[src/shared/sen_defs.svh]
/*
 * register map, reset values, command codes and timing counts of the
 * sensor output formatter.
 * assumes a 125 MHz mclk and a 32-bit axi4-lite register bus.
 */
// Operation
// - disable command floats the output pin
// - enable command restores the driven output
// - format bit one selects pwm carrier
// - format bit zero selects sent frames
// - pwm high time tracks field value
// - optional 50 percent pwm calibration at start
// - sent field is unsigned 0 to 4095
// - nibble is low then high interval
// - select bit picks the fixed interval
// - tick is 4 MHz divided by divider
// - sync, status, data, crc, then pause
// - serial format picks serial channel protocol
// - serial ids cycle zero through seven
// - short format: 8 bits, 16 frames
// - enhanced 16: 12 bits, 18 frames
// - enhanced 24: 16 bits, 18 frames
// - field in first three nibbles, msb first
// - counter nibbles carry frame serial number
// - temperature nibbles in two's complement
// - inverted mode repeats first nibble inverted
// - sync nibble lasts 56 ticks
// - status nibble: status low, serial high
// - pause off varies length, on pads
`ifndef SEN_DEFS_SVH
`define SEN_DEFS_SVH

// ----------------------------------------
// register offsets
// ----------------------------------------
`define SEN_A_CTRL 8'h00
`define SEN_A_TIMING 8'h04
`define SEN_A_PWMPER 8'h08
`define SEN_A_FIELD 8'h0C
`define SEN_A_PAR0 8'h10
`define SEN_A_PAR1 8'h14
`define SEN_A_CMDA 8'h18
`define SEN_A_CMDD 8'h1C
`define SEN_A_STAT 8'h20

// ----------------------------------------
// reset values
// ----------------------------------------
`define SEN_RST_CTRL 32'h0000_0000
`define SEN_RST_TIMING 32'h0000_0503
`define SEN_RST_PWMPER 32'h0000_03E8
`define SEN_RST_ZERO 32'h0000_0000
// part identifier value is arbitrary
`define SEN_PART_ID 16'h0ABC

// ----------------------------------------
// commands and protocol constants
// ----------------------------------------
`define SEN_CMD_ADDR_VOL 6'h24
`define SEN_CMD_DIS 30'h0000_0010
`define SEN_CMD_EN 30'h0000_0000
`define SEN_SYNC_TICKS 16'h0038
`define SEN_NIB_BASE 16'h000C
`define SEN_SHORT_LAST 5'h0F
`define SEN_ENH_LAST 5'h11
`define SEN_CRC4_SEED 4'h5
`define SEN_CRC4_POLY 4'hD
`define SEN_CRC6_SEED 6'h15
`define SEN_CRC6_POLY 6'h19
`define SEN_RESP_OK 2'h0
`define SEN_RESP_ERR 2'h2

// ----------------------------------------
// timing: clock rates in MHz
// ----------------------------------------
`define SEN_CLK_MHZ 125
`define SEN_BASE_MHZ 4

`endif

[src/shared/sen_pkg.sv]
/*
 * types and shared checksum step of the sensor output formatter.
 * assumes sen_defs.svh is on the include path.
 */
`include "sen_defs.svh"
package sen_pkg;
	typedef logic [31:0] sen_word_t;
	typedef enum logic [1:0] {SEN_IDLE, SEN_NIB, SEN_PWM} sen_state_e;
	typedef enum logic [1:0] {
		SEN_EX_NONE, SEN_EX_CNT, SEN_EX_TEMP, SEN_EX_INV
	} sen_extra_e;

	// one table-free crc4 step: shift state by a nibble, add the nibble
	function automatic logic [3:0] crc4Step(logic [3:0] c, logic [3:0] n);
		logic [3:0] r;
		r = c;
		for (int i = 0; i < 4; i++) begin
			r = {r[2:0], 1'b0} ^ (r[3] ? `SEN_CRC4_POLY : 4'h0);
		end
		return r ^ n;
	endfunction : crc4Step
endpackage : sen_pkg

[src/sen_tick_gen.sv]
/*
 * tick generator: 4 MHz base enable from mclk, divided by the tick divider.
 * assumes mclk at 125 MHz; a divider of zero acts as one.
 */
`timescale 1ns/100ps
`default_nettype none
`include "sen_defs.svh"
module sen_tick_gen (
	// clock and reset
	input wire logic mclk,
	input wire logic nrst,
	// control and tick
	input wire logic [7:0] tickDiv,
	output logic tick
);
	import sen_pkg::*;
	localparam logic [6:0] STEP = 7'(`SEN_BASE_MHZ);
	localparam logic [6:0] WRAP = 7'(`SEN_CLK_MHZ - `SEN_BASE_MHZ);
	logic [6:0] acc;
	logic [7:0] div;
	logic baseEn;

	// fractional accumulator: mclk is no whole multiple of 4 MHz
	assign baseEn = acc >= WRAP;

	always_ff @(posedge mclk) begin
		if (!nrst) begin
			acc <= 7'h00;
		end else if (baseEn) begin
			acc <= acc - WRAP;
		end else begin
			acc <= acc + STEP;
		end
	end

	always_ff @(posedge mclk) begin
		if (!nrst) begin
			div <= 8'h00;
			tick <= 1'b0;
		end else begin
			tick <= 1'b0;
			if (baseEn) begin
				if (div + 8'h01 >= tickDiv) begin
					div <= 8'h00;
					tick <= 1'b1;
				end else begin
					div <= div + 8'h01;
				end
			end
		end
	end
endmodule : sen_tick_gen
`default_nettype wire

[src/sen_crc4.sv]
/*
 * frame checksum over the status nibble and up to six data nibbles.
 * assumes the first nibble sits in the top bits of nibs.
 */
`timescale 1ns/100ps
`default_nettype none
`include "sen_defs.svh"
module sen_crc4 (
	// nibbles in and count
	input wire logic [27:0] nibs,
	input wire logic [2:0] cnt,
	// checksum out
	output logic [3:0] crc
);
	import sen_pkg::*;

	always_comb begin
		logic [3:0] c;
		c = `SEN_CRC4_SEED;
		for (int i = 0; i < 7; i++) begin
			if (3'(i) < cnt) begin
				c = crc4Step(c, nibs[27 - 4 * i -: 4]);
			end
		end
		// trailing zero nibble closes the checksum
		crc = crc4Step(c, 4'h0);
	end
endmodule : sen_crc4
`default_nettype wire

[src/sen_output_core.sv]
/*
 * sensor output formatter: pwm or tick-timed nibble frames with serial
 * channel, behind an axi4-lite register slave.
 * assumes the field and temperature codes are written by software.
 */
// Design decisions made here: the AXI4-Lite register port and the placing of the registers.
`timescale 1ns/100ps
`default_nettype none
`include "sen_defs.svh"
module sen_output_core (
	// clock and reset
	input wire logic mclk,
	input wire logic nrst,
	// axi4-lite write address and data
	input wire logic awvalid,
	output logic awready,
	input wire logic [7:0] awaddr,
	input wire logic wvalid,
	output logic wready,
	input wire sen_pkg::sen_word_t wdata,
	input wire logic [3:0] wstrb,
	// axi4-lite write response
	output logic bvalid,
	input wire logic bready,
	output logic [1:0] bresp,
	// axi4-lite read
	input wire logic arvalid,
	output logic arready,
	input wire logic [7:0] araddr,
	output logic rvalid,
	input wire logic rready,
	output var sen_pkg::sen_word_t rdata,
	output logic [1:0] rresp,
	// output pin
	output logic outPin,
	output logic outPinOe
);
	import sen_pkg::*;

	// ----------------------------------------
	// declarations
	// ----------------------------------------
	sen_word_t ctrl, timing, pwmPer, field, par0, par1, wDataQ;
	logic [5:0] cmdAddr;
	logic [7:0] awAddrQ;
	logic [3:0] wStrbQ;
	logic awFull, wFull, wrFire, cmdFire, outEnabled;
	sen_state_e st;
	logic [3:0] seq, crcSeq, pauseSeq, crcOut, frmNib [0:6];
	logic [2:0] nData, msgId;
	logic [15:0] tickCnt, nibTotal, frameTicks, lowLen, remTicks;
	logic [11:0] frameCnt, sTemp;
	logic [4:0] serFrame, groupLast;
	logic [15:0] msgVal, pwmCnt, pwmHigh;
	logic [27:0] pwmProd;
	logic [14:0] tempX5;
	logic [17:0] enh2, enh3;
	logic [15:0] shortWord;
	logic [5:0] crc6;
	logic [3:0] shortCrc, hiNib;
	logic tick, nibDone, wantPause, frameEnd, startFrame;
	logic serB3, serB2, calibPending;
	logic pwmMode, lovar, pauseMode, calibEn;
	logic [1:0] serFmt, statBits;
	sen_extra_e extra;

	assign pwmMode = ctrl[0];
	assign lovar = ctrl[1];
	assign serFmt = ctrl[3:2];
	assign extra = sen_extra_e'(ctrl[5:4]);
	assign pauseMode = ctrl[6];
	assign calibEn = ctrl[7];
	assign statBits = ctrl[9:8];

	// ----------------------------------------
	// helpers
	// ----------------------------------------
	function automatic sen_word_t mergeStrb(sen_word_t old, sen_word_t nw,
			logic [3:0] s);
		sen_word_t r;
		for (int i = 0; i < 4; i++) begin
			r[8 * i +: 8] = s[i] ? nw[8 * i +: 8] : old[8 * i +: 8];
		end
		return r;
	endfunction : mergeStrb

	function automatic logic isMapped(logic [7:0] a);
		case (a)
			`SEN_A_CTRL, `SEN_A_TIMING, `SEN_A_PWMPER, `SEN_A_FIELD,
			`SEN_A_PAR0, `SEN_A_PAR1, `SEN_A_CMDA, `SEN_A_CMDD,
			`SEN_A_STAT: return 1'b1;
			default: return 1'b0;
		endcase
	endfunction : isMapped

	function automatic logic [15:0] nibLen(logic [3:0] n);
		return `SEN_NIB_BASE + {12'h000, n};
	endfunction : nibLen

	function automatic logic [3:0] nibAt(logic [3:0] s);
		return (s == crcSeq) ? crcOut : frmNib[3'(s - 4'h1)];
	endfunction : nibAt

	// ----------------------------------------
	// axi4-lite write channels
	// ----------------------------------------
	// a write lands once both halves are held; no response backlog
	assign wrFire = awFull && wFull && !bvalid;
	assign cmdFire = wrFire && (awAddrQ == `SEN_A_CMDD);

	always_ff @(posedge mclk) begin
		if (!nrst) begin
			awready <= 1'b1;
			awFull <= 1'b0;
			awAddrQ <= 8'h00;
		end else begin
			if (awvalid && awready) begin
				awready <= 1'b0;
				awFull <= 1'b1;
				awAddrQ <= awaddr;
			end else if (wrFire) begin
				awFull <= 1'b0;
			end
			if (bvalid && bready) begin
				awready <= 1'b1;
			end
		end
	end

	always_ff @(posedge mclk) begin
		if (!nrst) begin
			wready <= 1'b1;
			wFull <= 1'b0;
			wDataQ <= `SEN_RST_ZERO;
			wStrbQ <= 4'h0;
		end else begin
			if (wvalid && wready) begin
				wready <= 1'b0;
				wFull <= 1'b1;
				wDataQ <= wdata;
				wStrbQ <= wstrb;
			end else if (wrFire) begin
				wFull <= 1'b0;
			end
			if (bvalid && bready) begin
				wready <= 1'b1;
			end
		end
	end

	always_ff @(posedge mclk) begin
		if (!nrst) begin
			bvalid <= 1'b0;
			bresp <= `SEN_RESP_OK;
		end else if (wrFire) begin
			bvalid <= 1'b1;
			bresp <= isMapped(awAddrQ) ? `SEN_RESP_OK : `SEN_RESP_ERR;
		end else if (bready) begin
			bvalid <= 1'b0;
		end
	end

	always_ff @(posedge mclk) begin
		if (!nrst) begin
			ctrl <= `SEN_RST_CTRL;
			timing <= `SEN_RST_TIMING;
			pwmPer <= `SEN_RST_PWMPER;
			field <= `SEN_RST_ZERO;
			par0 <= `SEN_RST_ZERO;
			par1 <= `SEN_RST_ZERO;
			cmdAddr <= 6'h00;
		end else if (wrFire) begin
			case (awAddrQ)
				`SEN_A_CTRL: ctrl <= mergeStrb(ctrl, wDataQ, wStrbQ);
				`SEN_A_TIMING: timing <= mergeStrb(timing, wDataQ, wStrbQ);
				`SEN_A_PWMPER: pwmPer <= mergeStrb(pwmPer, wDataQ, wStrbQ);
				`SEN_A_FIELD: field <= mergeStrb(field, wDataQ, wStrbQ);
				`SEN_A_PAR0: par0 <= mergeStrb(par0, wDataQ, wStrbQ);
				`SEN_A_PAR1: par1 <= mergeStrb(par1, wDataQ, wStrbQ);
				`SEN_A_CMDA: cmdAddr <= wStrbQ[0] ? wDataQ[5:0] : cmdAddr;
				default: ;
			endcase
		end
	end

	// programming commands addressed to the volatile control word
	always_ff @(posedge mclk) begin
		if (!nrst) begin
			outEnabled <= 1'b1;
		end else if (cmdFire && cmdAddr == `SEN_CMD_ADDR_VOL) begin
			if (wDataQ[29:0] == `SEN_CMD_DIS) begin
				outEnabled <= 1'b0;
			end else if (wDataQ[29:0] == `SEN_CMD_EN) begin
				outEnabled <= 1'b1;
			end
		end
	end

	// ----------------------------------------
	// axi4-lite read channel
	// ----------------------------------------
	function automatic sen_word_t readReg(logic [7:0] a);
		case (a)
			`SEN_A_CTRL: return ctrl;
			`SEN_A_TIMING: return timing;
			`SEN_A_PWMPER: return pwmPer;
			`SEN_A_FIELD: return field;
			`SEN_A_PAR0: return par0;
			`SEN_A_PAR1: return par1;
			`SEN_A_CMDA: return {26'h000_0000, cmdAddr};
			`SEN_A_STAT: return {11'h000, serFrame, frameCnt, 2'(st),
				pwmMode, outEnabled};
			default: return `SEN_RST_ZERO;
		endcase
	endfunction : readReg

	always_ff @(posedge mclk) begin
		if (!nrst) begin
			arready <= 1'b1;
			rvalid <= 1'b0;
			rdata <= `SEN_RST_ZERO;
			rresp <= `SEN_RESP_OK;
		end else if (arvalid && arready) begin
			arready <= 1'b0;
			rvalid <= 1'b1;
			rdata <= readReg(araddr);
			rresp <= isMapped(araddr) ? `SEN_RESP_OK : `SEN_RESP_ERR;
		end else if (rvalid && rready) begin
			rvalid <= 1'b0;
			arready <= 1'b1;
		end
	end

	// ----------------------------------------
	// serial channel
	// ----------------------------------------
	// serial temperature is rescaled from 0.8 to 0.5 lsb per degree
	assign tempX5 = {{3{field[27]}}, field[27:16]}
		+ {field[27], field[27:16], 2'b00};
	assign sTemp = tempX5[14:3];
	assign groupLast = (serFmt == 2'h1) ? `SEN_SHORT_LAST : `SEN_ENH_LAST;

	always_comb begin
		case (msgId)
			3'h0: msgVal = {{4{sTemp[11]}}, sTemp};
			3'h1: msgVal = {8'h00, par0[31:24]};
			3'h2: msgVal = {8'h00, par0[23:16]};
			3'h3: msgVal = {8'h00, par0[15:8]};
			3'h4: msgVal = {8'h00, par0[7:0]};
			3'h5: msgVal = par1[31:16];
			3'h6: msgVal = par1[15:0];
			3'h7: msgVal = `SEN_PART_ID;
			default: msgVal = 16'h0000;
		endcase
	end

	always_comb begin
		logic [3:0] c;
		logic [19:0] m;
		m = 20'h0_0000;
		c = crc4Step(`SEN_CRC4_SEED, {1'b0, msgId});
		c = crc4Step(c, msgVal[7:4]);
		c = crc4Step(c, msgVal[3:0]);
		shortCrc = crc4Step(c, 4'h0);
		shortWord = {1'b0, msgId, msgVal[7:0], shortCrc};
		hiNib = (serFmt == 2'h3) ? msgVal[15:12] : 4'h0;
		m = {hiNib, 1'b0, msgId, msgVal[11:0]};
		crc6 = `SEN_CRC6_SEED;
		for (int i = 19; i >= 0; i--) begin
			crc6 = {crc6[4:0], 1'b0}
				^ ((crc6[5] ^ m[i]) ? `SEN_CRC6_POLY : 6'h00);
		end
		enh2 = {crc6, msgVal[11:0]};
		enh3 = {6'h3F, 1'b0, serFmt[0], hiNib, 1'b0, 1'b0, msgId, 1'b0};
	end

	always_comb begin
		case (serFmt)
			2'h1: begin
				serB3 = (serFrame == 5'h00);
				serB2 = shortWord[4'(5'h0F - serFrame)];
			end
			2'h2, 2'h3: begin
				serB3 = enh3[5'h11 - serFrame];
				serB2 = enh2[5'h11 - serFrame];
			end
			default: begin
				serB3 = 1'b0;
				serB2 = 1'b0;
			end
		endcase
	end

	always_ff @(posedge mclk) begin
		if (!nrst) begin
			serFrame <= 5'h00;
			msgId <= 3'h0;
		end else if (startFrame) begin
			if (serFmt == 2'h0) begin
				serFrame <= 5'h00;
				msgId <= 3'h0;
			end else if (serFrame >= groupLast) begin
				serFrame <= 5'h00;
				msgId <= msgId + 3'h1;
			end else begin
				serFrame <= serFrame + 5'h01;
			end
		end
	end

	// ----------------------------------------
	// frame engine
	// ----------------------------------------
	sen_tick_gen u_tick (
		.mclk(mclk),
		.nrst(nrst),
		.tickDiv(timing[7:0]),
		.tick(tick)
	);

	sen_crc4 u_crc (
		.nibs({frmNib[0], frmNib[1], frmNib[2], frmNib[3], frmNib[4],
			frmNib[5], frmNib[6]}),
		.cnt(nData + 3'h1),
		.crc(crcOut)
	);

	assign crcSeq = {1'b0, nData} + 4'h2;
	assign pauseSeq = crcSeq + 4'h1;
	assign remTicks = timing[31:16] - frameTicks - 16'h0001;
	assign wantPause = pauseMode
		&& (timing[31:16] > frameTicks + `SEN_NIB_BASE);
	assign nibDone = (st == SEN_NIB) && tick
		&& (tickCnt + 16'h0001 == nibTotal);
	assign frameEnd = nibDone
		&& (seq == pauseSeq || (seq == crcSeq && !wantPause));
	assign startFrame = !pwmMode && (st == SEN_IDLE || frameEnd);
	// the fixed interval sets the edge; the other absorbs the value
	assign lowLen = lovar ? nibTotal - {8'h00, timing[15:8]}
		: {8'h00, timing[15:8]};

	always_ff @(posedge mclk) begin
		if (!nrst) begin
			st <= SEN_IDLE;
			seq <= 4'h0;
			tickCnt <= 16'h0000;
			nibTotal <= 16'h0000;
			frameTicks <= 16'h0000;
			nData <= 3'h3;
			frameCnt <= 12'h000;
			for (int i = 0; i < 7; i++) begin
				frmNib[i] <= 4'h0;
			end
		end else begin
			case (st)
				SEN_IDLE: if (pwmMode) st <= SEN_PWM;
				SEN_PWM: if (!pwmMode) st <= SEN_IDLE;
				SEN_NIB: if (tick) begin
					tickCnt <= tickCnt + 16'h0001;
					frameTicks <= frameTicks + 16'h0001;
					if (nibDone) begin
						tickCnt <= 16'h0000;
						if (frameEnd) begin
							st <= SEN_IDLE;
						end else if (seq == crcSeq) begin
							seq <= pauseSeq;
							nibTotal <= remTicks;
						end else begin
							seq <= seq + 4'h1;
							nibTotal <= nibLen(nibAt(seq + 4'h1));
						end
					end
				end
				default: st <= SEN_IDLE;
			endcase
			// a new frame overrides the return to idle above
			if (startFrame) begin
				st <= SEN_NIB;
				seq <= 4'h0;
				tickCnt <= 16'h0000;
				nibTotal <= `SEN_SYNC_TICKS;
				frameTicks <= 16'h0000;
				frameCnt <= frameCnt + 12'h001;
				frmNib[0] <= {serB3, serB2, statBits};
				frmNib[1] <= field[11:8];
				frmNib[2] <= field[7:4];
				frmNib[3] <= field[3:0];
				case (extra)
					SEN_EX_CNT: begin
						{frmNib[4], frmNib[5], frmNib[6]} <= frameCnt;
						nData <= 3'h6;
					end
					SEN_EX_TEMP: begin
						{frmNib[4], frmNib[5], frmNib[6]} <= field[27:16];
						nData <= 3'h6;
					end
					SEN_EX_INV: begin
						frmNib[4] <= ~field[11:8];
						nData <= 3'h4;
					end
					default: nData <= 3'h3;
				endcase
			end
		end
	end

	// ----------------------------------------
	// pwm carrier
	// ----------------------------------------
	assign pwmProd = pwmPer[15:0] * field[11:0];
	assign pwmHigh = (calibEn && calibPending) ? {1'b0, pwmPer[15:1]}
		: pwmProd[27:12];

	always_ff @(posedge mclk) begin
		if (!nrst) begin
			pwmCnt <= 16'h0000;
			calibPending <= 1'b1;
		end else if (st == SEN_PWM) begin
			if (pwmCnt + 16'h0001 >= pwmPer[15:0]) begin
				pwmCnt <= 16'h0000;
				calibPending <= 1'b0;
			end else begin
				pwmCnt <= pwmCnt + 16'h0001;
			end
		end else begin
			pwmCnt <= 16'h0000;
		end
	end

	// ----------------------------------------
	// output pin
	// ----------------------------------------
	always_ff @(posedge mclk) begin
		if (!nrst) begin
			outPin <= 1'b1;
			outPinOe <= 1'b1;
		end else begin
			outPinOe <= outEnabled;
			case (st)
				SEN_PWM: outPin <= pwmCnt < pwmHigh;
				SEN_NIB: outPin <= tickCnt >= lowLen;
				default: outPin <= 1'b1;
			endcase
		end
	end
endmodule : sen_output_core
`default_nettype wire

[config.mk]
export PLATFORM = sky130hd
export DESIGN_NAME = sen_output_core
export DESIGN_NICKNAME = d
export VERILOG_FILES = /design/src/shared/sen_pkg.sv /design/src/sen_tick_gen.sv /design/src/sen_crc4.sv /design/src/sen_output_core.sv
export VERILOG_INCLUDE_DIRS = /design/src /design/src/shared
export SDC_FILE = /design/constraint.sdc
export NUM_CORES = 2
export LEC_CHECK = 0
export BUFFER_PORTS_ARGS = -buffer_cell sky130_fd_sc_hd__buf_2
export CAP_MARGIN = 20
export CORE_MARGIN = 2
export CORE_UTILIZATION = 25
export CTS_BUF_LIST = sky130_fd_sc_hd__clkbuf_4 sky130_fd_sc_hd__clkbuf_8
export CTS_CLUSTER_DIAMETER = 40
export CTS_CLUSTER_SIZE = 20
export DETAILED_ROUTE_END_ITERATION = 10
export PLACE_DENSITY = 0.37
export SLEW_MARGIN = 10
export SYNTH_ARGS = -nofsm -noshare
export SYNTH_HDL_FRONTEND = slang
export SYNTH_SLANG_ARGS = --single-unit
[constraint.sdc]
create_clock -name mclk -period 16.6 [get_ports mclk]
set_input_delay 0.83 -clock mclk [delete_from_list [all_inputs] [get_ports mclk]]
set_output_delay 0.83 -clock mclk [all_outputs]
set_load 0.01 [all_outputs]
==> impl_metrics.csv <==
group,metric,value,unit
power,power_frac_clock,0.514,
cells_and_area,num-fill-cells,13090,
power,switching_share,0.2756,
yosys,synth_edf_count,0,
routing,wl_per_cell,21.05,um
cells_and_area,final_area,34250,um^2
critical_path,r2r_end,"outPin$_SDFF_PN1_",
clocking,ctsHtreeMaxLevel,3,
clocking,postCtsSetupBuffers,0,
grt,grt_overflow,0,
power,ir_worst_vdd,0.00006030,V
run_status,status,"completed",
critical_path,end_kind,"flop",
yosys,synth_area_leaders,"dfxtp_1 28%, fa_1 9.4%, ha_1 8.6%",
routing,drtAntennaViolNets,0,
routing,via_per_inst,4.764,
power,p_per_area,70.64,nW/um^2
timing,post-route-period-util,0.4939,
cells_and_area,syn_to_final_growth,13.46,%
flow_run,cap_viol_max_count,0,
routing,via_count,24940,
die,core,119800,um^2
yosys,syn_avg_cell_area,8.527,um^2
grt,first_global_vias,25160,
cells_and_area,drive_gt1_frac,0.09774,
die,boundaryPins,102,
yosys,async_flop_share,0,
die,initial_core_util,0.2519,
timing,tightest_slew,1103,ps
yosys,ys_dominant_reg_cell,"dfxtp_1",
placed_design,gp_congestion,0.8186,
critical_path,crit_top_cell,"a21o_1",
yosys,ys_ff_latch,424,
timing,final.setup.tns,0,ps
placed_design,port-buffer-count,99,
timing,setup_viol,0,
clocking,clk_path_buf_depth,3,
grt,grt_max_degree,208,
clocking,tritoncts,"yes",
min_path,hold_path_end,"wready$_SDFFE_PP1P_",
routing,drt_iter0_markers,1722,
timing,slew_violations,0,
clocking,cts_num_sinks,424,
die,fp-row-count,127,
routing,dr.pass1.iters,6,
placed_design,dp.cells,5076,
placed_design,placed_cell_area,32280,um^2
clocking,cts_resized,0,
critical_path,r2r_cells,35,
yosys,synthTopCellsByCount,"424 x dfxtp_1, 416 x nor2_1, 403 x nand2_1",
clocking,clk_pin_slew_worst_paths,70,ps
power,intPower,1752,uW
timing,rsz0062_at_grt,"no",
cells_and_area,nets,3961,
timing,fin_crit,8199,ps
critical_path,critPathKind,"flop to flop",
timing,fin_skew,64.46,ps
timing,hold_viol,0,
yosys,synth.distinct_cells,85,
power,leakage,0.01574,uW
yosys,synth_cells,3540,
min_path,hold_path.class,"input pin to flop",
grt,grt_usage,0.1780,
yosys,syn_area,30180,um^2
yosys,yosys_warnings,0,
critical_path,rrSetupSlack,8400,ps
yosys,yosysMostFrequentCell,"dfxtp_1",
routing,routed_wl,110200,um
critical_path,worstSetupStartpointType,"flop",
critical_path,crit_path_top_delay_cell,"dfxtp_1",
clocking,cts_inserted_buffers,87,
die,die_h,351.5,um
placed_design,hpwl,82540,um
critical_path,critical_path_peak_fanout,19,
yosys,synth_top_area_share,0.2812,
power,switchingPower,666.7,uW
power,seqPwrFrac,0.435,
min_path,hold_depth,2,
yosys,seq_area_frac_synth,0.2812,
timing,slew_headroom,0.2648,
die,fp.dieArea,123500,um^2
grt,antenna_found_initial,5,
min_path,worstHoldStart,"wvalid",
routing,drc,0,
critical_path,arrival,8820,ps
die,die_x,351.5,um
timing,fmax,122.0,MHz
grt,grt_pass1_wl,165900,um
clocking,clk_latency,730,ps
yosys,synth_area_leader_cell,"dfxtp_1",
critical_path,worst_path_largest_cell_delay,840,ps
cells_and_area,final_cells,5235,
clocking,clock-root-buffer,"clkbuf_8",
power,comb_power_share,0.051,
critical_path,rr_startpoint,"field[5]$_SDFFE_PN0P_",
critical_path,cp.required,17220,ps
clocking,cts_hold_repair.buffers,0,
cells in the final DEF (no fill, tap or decap), types with 20 or more instances in the layout:
cell      count
a21o_1       62
a21oi_1     190
a222oi_1     49
a22oi_1      70
and2_1       69
and3_1       24
buf_2        99
buf_4        49
clkbuf_8     93
dfxtp_1     424
fa_1        142
ha_1        207
inv_1       236
mux2i_1     240
nand2_1     402
nand2b_1     21
nand3_1      81
nor2_1      410
nor2b_1      30
nor3_1       34
o21ai_0      82
o21bai_1     23
or3_1        20
xnor2_1     177
xor2_1       56
layer usage:
layer / wire (um) / vias up / GRT usage
met3: 3999 / 127 / 0.02110
met1: 52170 / 12200 / 0.2437
met5: 0 / - / 0
met2: 51470 / 503 / 0.2948
li1: - / 12110 / -
met4: 2581 / 0 / 0.04797
through the flow:
stage	power, uW	hold WS [ps]	setup WS [ps]	util
final	2419	304.2	8401	0.2858
after detailed placement	1200	443.4	8312	0.2694
after CTS	2463	235.3	8281	0.2858
after global placement	1200	443.5	8437	0.2694
after global routing	2516	295.5	7900	0.2858
after floorplan	1147	428.5	9331	-
registers in the layout, summed over array words and instances (netlist names), 5 cells and up:
name / cells
awAddrQ: 8
cmdAddr: 6
ctrl: 32
field: 32
frameCnt: 12
frameTicks: 16
frmNib: 28
nibTotal: 16
par0: 32
par1: 32
pwmCnt: 16
pwmPer: 32
rdata: 32
serFrame: 5
tickCnt: 16
timing: 32
u_tick.acc: 7
u_tick.div: 8
wDataQ: 32
layout make-up:
class / instances / area (um^2) / area share
diodes: 1 / 2.502 / 0.00007307
clock buffers: 104 / 1363 / 0.03979
clock inverters: 54 / 600.6 / 0.01754
inverters: 238 / 900.9 / 0.02631
multi-input cells: 2653 / 19990 / 0.5838
flip-flops and latches: 424 / 8488 / 0.2479
well taps: 1612 / 2017 / 0.05889
repair buffers: 149 / 883.3 / 0.02579
worst max-delay path by stage:
| stage | startpoint | end | slack [ps] |
|---|---|---|---|
| finish | field[5]$_SDFFE_PN0P_ | outPin$_SDFF_PN1_ | 8400 |
| global route | field[5]$_SDFFE_PN0P_ | outPin$_SDFF_PN1_ | 7900 |
| CTS | field[5]$_SDFFE_PN0P_ | outPin$_SDFF_PN1_ | 8280 |
| detailed placement | field[5]$_SDFFE_PN0P_ | outPin$_SDFF_PN1_ | 8310 |
| global placement | field[5]$_SDFFE_PN0P_ | outPin$_SDFF_PN1_ | 8440 |
| floorplan | pwmPer[1]$_SDFFE_PN0P_ | outPin$_SDFF_PN1_ | 9330 |
power groups by stage:
stage / Clock [uW] / Sequential [uW] / Combinational [uW]
after floorplan: 0 / 1060 / 90.1
after global placement: 0 / 1070 / 125
after detailed placement: 0 / 1070 / 125
after CTS: 1290 / 1050 / 125
after global routing: 1330 / 1050 / 136
final: 1240 / 1050 / 123
critical path: cells and delay by family (launching register included):
kind            cells  cell delay, ps
mux                 1             100
xor+xnor            1             120
compound gates     16            3060
buf+inv             3             130
fa+ha+maj           7            2900
simple gates        7             930
flops               1             840
cells by family after synthesis:
family,after synthesis,synth area share
adder cells (fa/ha/maj),349,0.1800
XOR/XNOR,252,0.08112
AO/OA/AOI/OAI,615,0.1377
other,1,0.0001242
multiplexers,251,0.08556
flip-flops,424,0.2812
AND/OR/NAND/NOR,1184,0.1757
buffers and inverters,464,0.05857
No activity file was read; power rests on OpenSTA's default activity.
